**config.mk**
```make
export PLATFORM = sky130hd
export DESIGN_NAME = usp_master
export DESIGN_NICKNAME = d
export VERILOG_FILES = /design/src/common/usp_pkg.sv /design/src/verilog/usp_fifo.sv /design/src/verilog/usp_master.sv
export SDC_FILE = /design/constraint.sdc
export NUM_CORES = 1
export LEC_CHECK = 0
export BUFFER_PORTS_ARGS = -buffer_cell sky130_fd_sc_hd__buf_2
export CORE_MARGIN = 2
export CORE_UTILIZATION = 30
export CTS_CLUSTER_SIZE = 25
export DETAILED_ROUTE_END_ITERATION = 10
export GPL_TIMING_DRIVEN = 0
export PLACE_DENSITY_LB_ADDON = 0.1
export SLEW_MARGIN = 15
export SYNTH_ARGS = -nofsm -noshare
export SYNTH_HDL_FRONTEND = slang
export SYNTH_SLANG_ARGS = --single-unit
```
**constraint.sdc**
```tcl
create_clock -name clk -period 4.7 [get_ports clk]
set_input_delay 0.47 -clock clk [delete_from_list [all_inputs] [get_ports clk]]
set_output_delay 0.47 -clock clk [all_outputs]
set_load 0.01 [all_outputs]
```
**src/common/usp_pkg.sv**
```systemverilog
// constants and types shared by the master spi serial unit
package usp_pkg;
  localparam logic [1:0] MODE_SPI_MASTER = 2'h3;
  localparam int         DIV_WIDTH       = 12;
  localparam int         FRAME_BITS      = 8;
  localparam logic [3:0] LAST_EDGE       = 4'hf;
  localparam logic [3:0] EDGE_CNT_RESET  = 4'h0;
  localparam logic [11:0] DIV_RESET      = 12'h000;
  localparam logic [11:0] HALF_CNT_RESET = 12'h000;
  localparam logic [11:0] HALF_CNT_STEP  = 12'h001;
  localparam logic       IDLE_LINE       = 1'b1;
  localparam int         TX_FIFO_DEPTH   = 16;
  localparam int         RX_BUF_DEPTH    = 2;
  localparam logic [1:0] RX_COUNT_EMPTY  = 2'h0;
  localparam logic [1:0] RX_COUNT_FULL   = 2'h2;
  localparam logic [1:0] RX_COUNT_STEP   = 2'h1;

  // control fields written by software
  typedef struct packed {
    logic [1:0] mode_select_bits;
    logic       clock_polarity_bit;
    logic       clock_phase_bit;
    logic       data_order_bit;
  } usp_cfg_type;

  typedef enum logic {
    USP_IDLE,
    USP_SHIFT
  } usp_state_type;
endpackage : usp_pkg

```
**src/verilog/usp_fifo.sv**
```systemverilog
// parameterised first-in first-out buffer with valid and ready on both sides
`timescale 1ns/1ps
`default_nettype none
module usp_fifo #(
  parameter int WIDTH = 8,
  parameter int DEPTH = 16
) (
  input  wire logic             clk,
  input  wire logic             reset,
  input  wire logic             in_valid,
  output logic                  in_ready,
  input  wire logic [WIDTH-1:0] in_data,
  output logic                  out_valid,
  input  wire logic             out_ready,
  output logic      [WIDTH-1:0] out_data
);
  localparam int PW = $clog2(DEPTH);
  localparam logic [PW:0]   COUNT_FULL = (PW+1)'(DEPTH);
  localparam logic [PW-1:0] PTR_LAST   = PW'(DEPTH - 1);
  localparam logic [PW-1:0] PTR_STEP   = PW'(1);
  localparam logic [PW:0]   COUNT_STEP = (PW+1)'(1);

  generate
    if (DEPTH < 2 || (1 << PW) != DEPTH) begin : g_bad_depth
      $error("usp_fifo depth must be a power of two of at least two");
    end
  endgenerate

  logic [WIDTH-1:0] mem_reg [DEPTH];
  logic [PW-1:0]    wr_ptr_reg;
  logic [PW-1:0]    rd_ptr_reg;
  logic [PW:0]      count_reg;
  logic             push;
  logic             pop;

  // honest full and empty from the fill count
  assign in_ready  = (count_reg != COUNT_FULL);
  assign out_valid = (count_reg != '0);
  assign out_data  = mem_reg[rd_ptr_reg];
  assign push      = in_valid && in_ready;
  assign pop       = out_valid && out_ready;

  // storage write
  always_ff @(posedge clk) begin
    if (push) begin
      mem_reg[wr_ptr_reg] <= in_data;
    end
  end

  // pointers and count
  always_ff @(posedge clk) begin
    if (reset) begin
      wr_ptr_reg <= '0;
      rd_ptr_reg <= '0;
      count_reg  <= '0;
    end else begin
      if (push) wr_ptr_reg <= (wr_ptr_reg == PTR_LAST) ? '0 : wr_ptr_reg + PTR_STEP;
      if (pop)  rd_ptr_reg <= (rd_ptr_reg == PTR_LAST) ? '0 : rd_ptr_reg + PTR_STEP;
      if (push && !pop) count_reg <= count_reg + COUNT_STEP;
      else if (pop && !push) count_reg <= count_reg - COUNT_STEP;
    end
  end
endmodule : usp_fifo
`default_nettype wire

```
**src/verilog/usp_master.sv**
```systemverilog
// serial unit running as a three-wire spi master
//
// How it works
// - mode bits both one select spi master
// - one shared transfer controller, no parity
// - clock always generated internally, driven out when pin direction set
// - bit clock is clk over 2*(div+1)
// - shift out and sample on opposite edges
// - phase picks sample or setup leading edge
// - polarity zero rising lead, one falling
// - frames are exactly eight data bits
// - one data order for both directions
// - next frame at once, else line high
// - buffered writes, complete after all bytes
// - baud divisor resets to zero
// - transmitter alone runs, receiver needs it
// - pin control same, addresses unchanged
// - data write starts transfer when shifter free
// - read per byte, overflow drops newest
// - framing, overrun, parity flags read zero
`timescale 1ns/1ps
`default_nettype none
module usp_master
  import usp_pkg::*;
#(
  parameter int TX_DEPTH = TX_FIFO_DEPTH
) (
  input  wire logic                 clk,
  input  wire logic                 reset,
  input  wire usp_cfg_type          cfg,
  input  wire logic                 transmitter_enable_bit,
  input  wire logic                 receiver_enable_bit,
  input  wire logic                 clock_pin_direction,
  input  wire logic                 baud_divisor_we,
  input  wire logic [DIV_WIDTH-1:0] baud_divisor_wdata,
  output logic      [DIV_WIDTH-1:0] baud_divisor,
  input  wire logic [FRAME_BITS-1:0] tx_data,
  input  wire logic                 tx_valid,
  output logic                      tx_ready,
  output logic      [FRAME_BITS-1:0] rx_data,
  output logic                      rx_valid,
  input  wire logic                 rx_ready,
  output logic                      transmit_complete_flag,
  input  wire logic                 transmit_complete_clear,
  output logic                      master_spi_mode,
  output logic                      frame_error_flag,
  output logic                      overrun_flag,
  output logic                      parity_error_flag,
  output logic                      transfer_clock_pin_out,
  output logic                      transfer_clock_pin_oe,
  output logic                      serial_data_out,
  output logic                      serial_data_oe,
  input  wire logic                 serial_data_in
);
  generate
    if (TX_DEPTH < 2) begin : g_bad_tx_depth
      $error("usp_master needs a transmit buffer of at least two words");
    end
  endgenerate

  // pick the first bit to send for the chosen order
  function automatic logic first_bit(input logic [FRAME_BITS-1:0] v, input logic lsb);
    first_bit = lsb ? v[0] : v[FRAME_BITS-1];
  endfunction : first_bit

  // move the next bit into the send position
  function automatic logic [FRAME_BITS-1:0] shift_on(input logic [FRAME_BITS-1:0] v,
                                                    input logic lsb);
    shift_on = lsb ? {1'b0, v[FRAME_BITS-1:1]} : {v[FRAME_BITS-2:0], 1'b0};
  endfunction : shift_on

  usp_state_type         state_reg;
  usp_state_type         state_next;
  logic [DIV_WIDTH-1:0]  div_reg;
  logic [DIV_WIDTH-1:0]  half_cnt_reg;
  logic [DIV_WIDTH-1:0]  half_cnt_next;
  logic [3:0]            edge_cnt_reg;
  logic                  sck_phase_reg;
  logic [FRAME_BITS-1:0] tx_sh_reg;
  logic [FRAME_BITS-1:0] rx_sh_reg;
  logic [FRAME_BITS-1:0] rx_sh_next;
  logic                  out_reg;
  logic                  txc_reg;
  logic                  sync1_reg;
  logic                  sync2_reg;
  logic [FRAME_BITS-1:0] rx_buf_reg [RX_BUF_DEPTH];
  logic [1:0]            rx_count_reg;
  logic                  spi_on;
  logic                  edge_now;
  logic                  lead_edge;
  logic                  trail_edge;
  logic                  frame_end;
  logic                  sample_now;
  logic                  setup_now;
  logic                  load_now;
  logic                  txc_set;
  logic                  rx_push;
  logic                  rx_pop;
  logic                  fifo_in_ready;
  logic                  fifo_out_valid;
  logic [FRAME_BITS-1:0] fifo_out_data;

  // mode selection and enable
  assign master_spi_mode = (cfg.mode_select_bits == MODE_SPI_MASTER);
  // transmitter alone may run
  assign spi_on          = master_spi_mode && transmitter_enable_bit;

  // transmit buffer in the data path
  usp_fifo #(
    .WIDTH (FRAME_BITS),
    .DEPTH (TX_DEPTH)
  ) u_tx_fifo (
    .clk       (clk),
    .reset     (reset),
    .in_valid  (tx_valid && spi_on),
    .in_ready  (fifo_in_ready),
    .in_data   (tx_data),
    .out_valid (fifo_out_valid),
    .out_ready (load_now),
    .out_data  (fifo_out_data)
  );
  assign tx_ready = fifo_in_ready && spi_on;

  always_ff @(posedge clk) begin
    if (reset) div_reg <= DIV_RESET;
    else if (baud_divisor_we) div_reg <= baud_divisor_wdata;
  end
  assign baud_divisor = div_reg;

  assign edge_now      = (state_reg == USP_SHIFT) && (half_cnt_reg == div_reg);
  assign half_cnt_next = (state_reg != USP_SHIFT || edge_now) ? HALF_CNT_RESET
                                                              : half_cnt_reg + HALF_CNT_STEP;
  assign lead_edge  = edge_now && !edge_cnt_reg[0];
  assign trail_edge = edge_now && edge_cnt_reg[0];
  assign frame_end  = edge_now && (edge_cnt_reg == LAST_EDGE);
  assign sample_now = cfg.clock_phase_bit ? trail_edge : lead_edge;
  assign setup_now  = cfg.clock_phase_bit ? lead_edge : (trail_edge && !frame_end);
  // load when shifter free; back to back
  assign load_now   = fifo_out_valid && spi_on && (state_reg == USP_IDLE || frame_end);
  assign txc_set    = frame_end && !load_now;

  // shared transfer controller
  always_comb begin
    state_next = state_reg;
    if (!spi_on) state_next = USP_IDLE;
    else if (load_now) state_next = USP_SHIFT;
    else if (frame_end) state_next = USP_IDLE;
  end

  // state and clock generator
  always_ff @(posedge clk) begin
    if (reset) begin
      state_reg     <= USP_IDLE;
      half_cnt_reg  <= HALF_CNT_RESET;
      edge_cnt_reg  <= EDGE_CNT_RESET;
      sck_phase_reg <= 1'b0;
    end else begin
      state_reg     <= state_next;
      half_cnt_reg  <= half_cnt_next;
      if (!spi_on || load_now) edge_cnt_reg <= EDGE_CNT_RESET;
      else if (edge_now) edge_cnt_reg <= edge_cnt_reg + 4'h1;
      if (!spi_on) sck_phase_reg <= 1'b0;
      else if (edge_now) sck_phase_reg <= !sck_phase_reg;
    end
  end

  assign rx_sh_next = !sample_now ? rx_sh_reg :
                      cfg.data_order_bit ? {sync2_reg, rx_sh_reg[FRAME_BITS-1:1]}
                                         : {rx_sh_reg[FRAME_BITS-2:0], sync2_reg};

  // shifters and data line
  always_ff @(posedge clk) begin
    if (reset) begin
      tx_sh_reg <= '0;
      rx_sh_reg <= '0;
      out_reg   <= IDLE_LINE;
    end else begin
      rx_sh_reg <= rx_sh_next;
      if (load_now) begin
        tx_sh_reg <= cfg.clock_phase_bit ? fifo_out_data
                                         : shift_on(fifo_out_data, cfg.data_order_bit);
        if (!cfg.clock_phase_bit) out_reg <= first_bit(fifo_out_data, cfg.data_order_bit);
      end else if (setup_now) begin
        tx_sh_reg <= shift_on(tx_sh_reg, cfg.data_order_bit);
        out_reg   <= first_bit(tx_sh_reg, cfg.data_order_bit);
      end else if (!spi_on || frame_end) begin
        out_reg <= IDLE_LINE;
      end
    end
  end

  // input pin synchroniser
  always_ff @(posedge clk) begin
    if (reset) begin
      sync1_reg <= 1'b0;
      sync2_reg <= 1'b0;
    end else begin
      sync1_reg <= serial_data_in;
      sync2_reg <= sync1_reg;
    end
  end

  // receive buffer, newest dropped when full
  assign rx_push  = frame_end && receiver_enable_bit;
  assign rx_pop   = rx_ready && rx_valid;
  assign rx_valid = (rx_count_reg != RX_COUNT_EMPTY);
  assign rx_data  = rx_buf_reg[0];

  always_ff @(posedge clk) begin
    if (reset || !receiver_enable_bit) begin
      rx_count_reg <= RX_COUNT_EMPTY;
    end else if (rx_push && (rx_count_reg != RX_COUNT_FULL || rx_pop)) begin
      if (!rx_pop) rx_count_reg <= rx_count_reg + RX_COUNT_STEP;
    end else if (rx_pop) begin
      rx_count_reg <= rx_count_reg - RX_COUNT_STEP;
    end
  end

  // buffer entries move toward the head on a read
  always_ff @(posedge clk) begin
    if (rx_pop) rx_buf_reg[0] <= rx_buf_reg[1];
    if (rx_push && (rx_count_reg != RX_COUNT_FULL || rx_pop)) begin
      if (rx_count_reg == RX_COUNT_EMPTY || (rx_pop && rx_count_reg == RX_COUNT_STEP))
        rx_buf_reg[0] <= rx_sh_next;
      else
        rx_buf_reg[1] <= rx_sh_next;
    end
  end

  always_ff @(posedge clk) begin
    if (reset) txc_reg <= 1'b0;
    else if (txc_set) txc_reg <= 1'b1;
    else if (transmit_complete_clear) txc_reg <= 1'b0;
  end
  assign transmit_complete_flag = txc_reg;

  assign frame_error_flag  = 1'b0;
  assign overrun_flag      = 1'b0;
  assign parity_error_flag = 1'b0;

  // clock always generated; pin driven only with pin direction set; polarity sets rest level
  assign transfer_clock_pin_out = sck_phase_reg ^ cfg.clock_polarity_bit;
  // pin control as in normal modes
  assign transfer_clock_pin_oe  = clock_pin_direction && master_spi_mode;
  assign serial_data_out        = out_reg;
  assign serial_data_oe         = spi_on;

  property p_sck_rest;
    @(posedge clk) disable iff (reset)
      (state_reg == USP_IDLE) |-> (transfer_clock_pin_out == cfg.clock_polarity_bit);
  endproperty
  a_sck_rest: assert property (p_sck_rest) else $error("clock not at rest level");

  property p_fast_clock;
    @(posedge clk) disable iff (reset)
      (edge_now && !frame_end && div_reg == DIV_RESET && spi_on) |=> edge_now;
  endproperty
  a_fast_clock: assert property (p_fast_clock) else $error("divisor zero edge missed");

  property p_div_one;
    @(posedge clk) disable iff (reset)
      (edge_now && !frame_end && div_reg == 12'h001 && spi_on && !baud_divisor_we)
        |=> !edge_now ##1 edge_now;
  endproperty
  a_div_one: assert property (p_div_one) else $error("half period wrong for divisor one");

  property p_line_idle;
    @(posedge clk) disable iff (reset)
      (state_reg == USP_IDLE && $past(state_reg) == USP_IDLE) |-> serial_data_out;
  endproperty
  a_line_idle: assert property (p_line_idle) else $error("data line not idle high");

  property p_txc_empty;
    @(posedge clk) disable iff (reset)
      $rose(transmit_complete_flag) |-> $past(frame_end) && !$past(fifo_out_valid && spi_on);
  endproperty
  a_txc_empty: assert property (p_txc_empty) else $error("complete raised too early");

  property p_no_errors;
    @(posedge clk) disable iff (reset)
      !(frame_error_flag || overrun_flag || parity_error_flag);
  endproperty
  a_no_errors: assert property (p_no_errors) else $error("error flag set");

  property p_mode_off;
    @(posedge clk) disable iff (reset)
      !spi_on |=> (state_reg == USP_IDLE);
  endproperty
  a_mode_off: assert property (p_mode_off) else $error("shifting while not in spi mode");

  property p_overflow_keep;
    @(posedge clk) disable iff (reset)
      (rx_count_reg == RX_COUNT_FULL && rx_push && !rx_pop && receiver_enable_bit)
        |=> (rx_count_reg == RX_COUNT_FULL) && $stable(rx_data);
  endproperty
  a_overflow_keep: assert property (p_overflow_keep) else $error("older byte lost");

  property p_div_reset;
    @(posedge clk) reset |=> (baud_divisor == DIV_RESET);
  endproperty
  a_div_reset: assert property (p_div_reset) else $error("divisor not zero after reset");

  property p_sample_edge;
    @(posedge clk) disable iff (reset)
      sample_now |-> ((transfer_clock_pin_out ^ cfg.clock_polarity_bit) == cfg.clock_phase_bit);
  endproperty
  a_sample_edge: assert property (p_sample_edge) else $error("sampled on wrong edge");

  property p_set_wins;
    @(posedge clk) disable iff (reset)
      txc_set |=> transmit_complete_flag;
  endproperty
  a_set_wins: assert property (p_set_wins) else $error("complete event lost");
endmodule : usp_master
`default_nettype wire
```
== Word-level counts from Yosys, hierarchy flattened ==
Memory sizes are Yosys's and may differ from the RTL's. A register that Yosys moved wholly into a read port is not among the register bits.
Cells that the tools add are included.

* $add $sub $neg: 8
* Eq/ne operators: 10
* Multiplexer cells: 39
* Bitwise gates (word level): 4
* Reductions and logical operators: 49

{| class="wikitable"
|+ Operators by type and width
! operator !! count
|-
| $mux W8 || 8
|-
| $mux W1 || 22
|-
| $logic_and A1 B1 Y1 || 20
|-
| $mux W4 || 4
|-
| $add A12 B1 Y12 const B || 1
|-
| $add A4 B1 Y4 const B || 3
|-
| $eq A12 B12 Y1 || 1
|-
| $eq A4 B4 Y1 const B || 3
|-
| $reduce_bool A2 Y1 || 6
|-
| $mux W5 || 2
|-
| $logic_not A1 Y1 || 8
|-
| $logic_or A1 B1 Y1 || 7
|-
| $mux W2 || 3
|-
| $ne A2 B2 Y1 const B || 3
|-
| $reduce_or A2 Y1 || 3
|-
| $add A5 B1 Y5 const B || 1
|-
| $ne A5 B5 Y1 const B || 1
|-
| $reduce_bool A5 Y1 || 1
|-
| $sub A5 B1 Y5 const B || 1
|-
| $reduce_and A2 Y1 || 2
|-
| $reduce_bool A3 Y1 || 1
|-
| $add A2 B1 Y2 const B || 1
|-
| $eq A2 B1 Y1 const B || 1
|-
| $eq A2 B2 Y1 const B || 1
|-
| 5 further kinds || 6
|}

* Register bits after elaboration: 65
* Bits in writable memories: 144
* Input port bits: 35
* Output and inout bits: 31
* Logic and storage cells: 127
* Memories: 2

{| class="wikitable"
|+ Memories
! memory !! words !! width !! rd ports !! clocked after memory_dff !! write ports !! RTL line !! source
|-
| u_tx_fifo.mem_reg || 16 || 8 || 1 || 1 || 1 || usp_fifo.sv:29 || <nowiki>logic [WIDTH-1:0] mem_reg [DEPTH];</nowiki>
|-
| rx_buf_reg || 2 || 8 || 2 || 0 || 2 || usp_master.sv:86 || <nowiki>logic [FRAME_BITS-1:0] rx_buf_reg [RX_BUF_DEPTH];</nowiki>
|}

== Depth between registers and ports, before layout ==
* Depth after elaboration: 9
* Mapped depth: 15
* Gate-level depth less buffers: 14

== Cells and area by module ==
A second synthesis with hierarchy kept.

* Cells, all modules: 659
* Area total of the unflattened synthesis: 9,237.6 µm²

{| class="wikitable"
|+ By module, submodules not included
! module !! instances !! cells each !! area each (µm²) !! sequential area each (µm²)
|-
| usp_fifo || 1 || 308 || 5,760.5 || 4,184.0
|-
| usp_master || 1 || 351 || 3,477.1 || 1,521.5
|}

== Least setup slack after synthesis ==
No wires, ideal clock.

* Kind: register to register
* Start point: reg u_tx_fifo.count_reg[0]
* End point: reg u_tx_fifo.count_reg[4]
* Setup time: 0.071 ns
* Data arrival time: 2.938 ns
* Data required time: 4.629 ns
* Setup slack: 1.692 ns
* Cell stages (with the launch flop): 14
* Path buffers: 1
* Period minus slack after synthesis: 3.008 ns
* Path through: dfxtp_1 or4_1 o21ai_2 o21ba_2 buf_6 inv_2 ha_1 inv_1 fa_1 a21o_1 a21oi_1 xnor2_1 or3_1 a21oi_1

* Word-level cells in the longest chain between the ends: 7
* Elaborated cells on any way between the ends: 15
* Those cells by class: add/sub: 2; eq/ne: 1; mux: 2; reduce/logical: 10

{| class="wikitable"
|+ Ends and longest elaborated chain
! element !! RTL line !! source
|-
| from (decl) || usp_fifo.sv:32 || <nowiki>logic [PW:0] count_reg;</nowiki>
|-
| from (signal assigned) || usp_fifo.sv:59 || <nowiki>if (push && !pop) count_reg <= count_reg + COUNT_STEP;</nowiki>
|-
| from (signal assigned) || usp_fifo.sv:60 || <nowiki>else if (pop && !push) count_reg <= count_reg - COUNT_STEP;</nowiki>
|-
| branches (longest 7 deep; another with $sub A5 B1 Y5) || - ||
|}

Parallel ways; which one is timed is not known. The select of a mux whose other input is x is not followed.
A chain may end at the register's enable or synchronous reset.

== Worst setup path after layout ==
Same ends and word-level chain as after synthesis.

==> qor.txt <==
status: finished clean
sequential area share after synthesis: 62.1%
post-route ant nets: 0
Slew @ Worst Pin: 0.926 ns
crit path DAT: 3.82 ns
VDD IR-drop max: 0.000213 V
GR Overflow Total: 0
Synth Warn #: 0
Max Clock Skew: 0.0248 ns
startpoint class of the critical path: flip-flop
number of diodes: 0
CTS resizes: 0
post-route clock period utilization: 71.9%
R2R setup slack: 1.32 ns
Max-slew headroom: 38.0%
clock buffer depth: 3
Synth Flop Type: edfxtp_1
Clock Pin Slew Worst Setup and Hold Paths: 0.06 ns
Place WS: 1.25 ns
Final nets: 831
RSZ-0062 raised after global routing: false
Max Cap Violations: 0
initial antenna violation count: 1
Syn Inst Count: 683
vias in the first global route: 5919
port bufs: 60
DR WL met3: 1020 µm
Hold Crit Depth: 2
Die Wd: 179 µm
DRT met1 WL: 8900 µm
clock root cell: clkbuf_16
clk_lat worst skew: 0.54 ns
reg2reg path depth: 13
total negative slack: 0 ns
Final min period: 3.38 ns
kind of critical path: flip-flop to flip-flop
area grow syn2layout: 18.3%
Num CTS Buffers: 26
Filler Cell Count: 2946
CTS Sinks: 213
Min Hold Slack: 0.187 ns
Synth top cells by count: 144 x edfxtp_1, 69 x dfxtp_1, 69 x nor2_1, 52 x nand2_1, 38 x mux2i_1
# setup viols final: 0
Core Util, Final: 35.8%
Finished Layout Cells: 1197
fraction of layout cells with a size suffix above 1: 23.1%
max reg flops: 128
Total GRT Usage: 13.6%
fmax: 296 MHz
cell area after synthesis: 0.00919 mm²
top cells by area, synth: edfxtp_1 47%, dfxtp_1 15%, mux4_2 7.8%
pin count of the biggest net entering global routing: 17
vias: 5599
min setup slack post-route: 1.32 ns
placed cells: 1149
Finished Cell Area: 0.0109 mm²
post-CTS setup buffers: 0
top-level I/O count: 66
PwrDens: 372 mW/mm²
wire per inst: 17.7 µm
chip height: 179 µm
Initial Util: 30.3%
Detail Placement HPWL: 15100 µm
top-count cell post-synth: edfxtp_1
Seq cells post-synth: 213
FP Rows: 64
Iter 0 DRT Violations: 331
async set or reset register ratio after synthesis: 0%
fin. max-slew vios: 0
Placer Congestion: 0.769
Fin. Hold Viols: 0
Pwr Total: 4.04 mW
Synth cell types: 52
H-tree levels: 1
Syn Area/Cell: 13.5 µm²
post-synth top area share: 47.0%
DRT Wirelength: 21200 µm
Worst EP required: 5.14 ns
crit end category: flip-flop
drt pass-1 iters: 4
CP max FO: 10
first-pass GRT wire length: 33200 µm
metal2 WL: 10700 µm
leak pwr: 3.83 nW
min-delay worst type: input pin to flip-flop
CTS tree: yes
biggest area consumer among synthesized cells: edfxtp_1
top layer used by detailed routing: met5
core box area: 0.0303 mm²
placed cell area: 0.0101 mm²
hold_buf cts: 0
Via density: 4.68
number of synthesized flops with an enable pin: 144
# DRC: 0
die area: 0.0321 mm²
## logic make-up after synthesis
logic type	synth area share [%]
simple gates	9.84
xor+xnor	3.24
other cells	0.0408
compound gates	6.11
flops	62.1
buf+inv	3.63
mux	13.0
fa+ha+maj	2.12
## layer usage
layer / track usage, % / vias to the layer above
li1: - / 2705
met1: 16.2 / 2741
met2: 24.8 / 110
met3: 2.61 / 41
met4: 4.03 / 2
met5: 0 / -
## path summary, 6_finish.rpt
check,startpoint,endpoint
max reg2reg,u_tx_fifo.count_reg[0],u_tx_fifo.count_reg[4]
min,serial_data_in,sync1_reg
max,u_tx_fifo.count_reg[0],u_tx_fifo.count_reg[4]
min reg2reg,sync1_reg,sync2_reg
## cell usage in the layout (no fill, tap or decap), drive strengths merged, types with 8 or more instances in the layout
cell type    n
mux4        32
nor2        69
edfxtp     144
mux2i       38
nand2       52
inv         25
clkinv      13
mux2         8
nand3       17
buf         95
clkbuf      48
and3        10
ha          14
o21ai       27
dfxtp       69
xnor2       20
nor2b        8
xor2        14
a21oi       30
## where the power goes
| part | total, mW | internal, mW | switching [mW] | leakage, nW |
|---|---|---|---|---|
| clock network | 1.79 | 1.02 | 0.771 | 0.379 |
| logic | 0.220 | 0.0949 | 0.125 | 1.62 |
| registers | 2.03 | 2.01 | 0.0176 | 1.83 |
| total | 4.04 | 3.13 | 0.913 | 3.83 |
## critical path, stage by stage, from the launching register on
cell     delay (ns)
dfxtp_1        0.36
or4_1          0.59
o21ai_2        0.24
o21ba_2        0.24
buf_6          0.15
inv_2          0.13
ha_1           0.20
inv_1          0.11
fa_1           0.42
a21o_1         0.17
a21oi_1        0.17
xnor2_1        0.09
or3_1          0.30
a21oi_1        0.13
## cell type report
class	count	area, µm²	area share (%)
Buffer	42	244	2.24
Clock buffer	33	677	6.22
Clock inverter	15	90.1	0.828
Inverter	24	90.1	0.828
Multi-Input combinational cell	406	3210	29.5
Sequential cell	213	5710	52.5
Tap cell	396	495	4.56
Timing Repair Buffer	68	364	3.35
(Power assumes the default switching activity.)
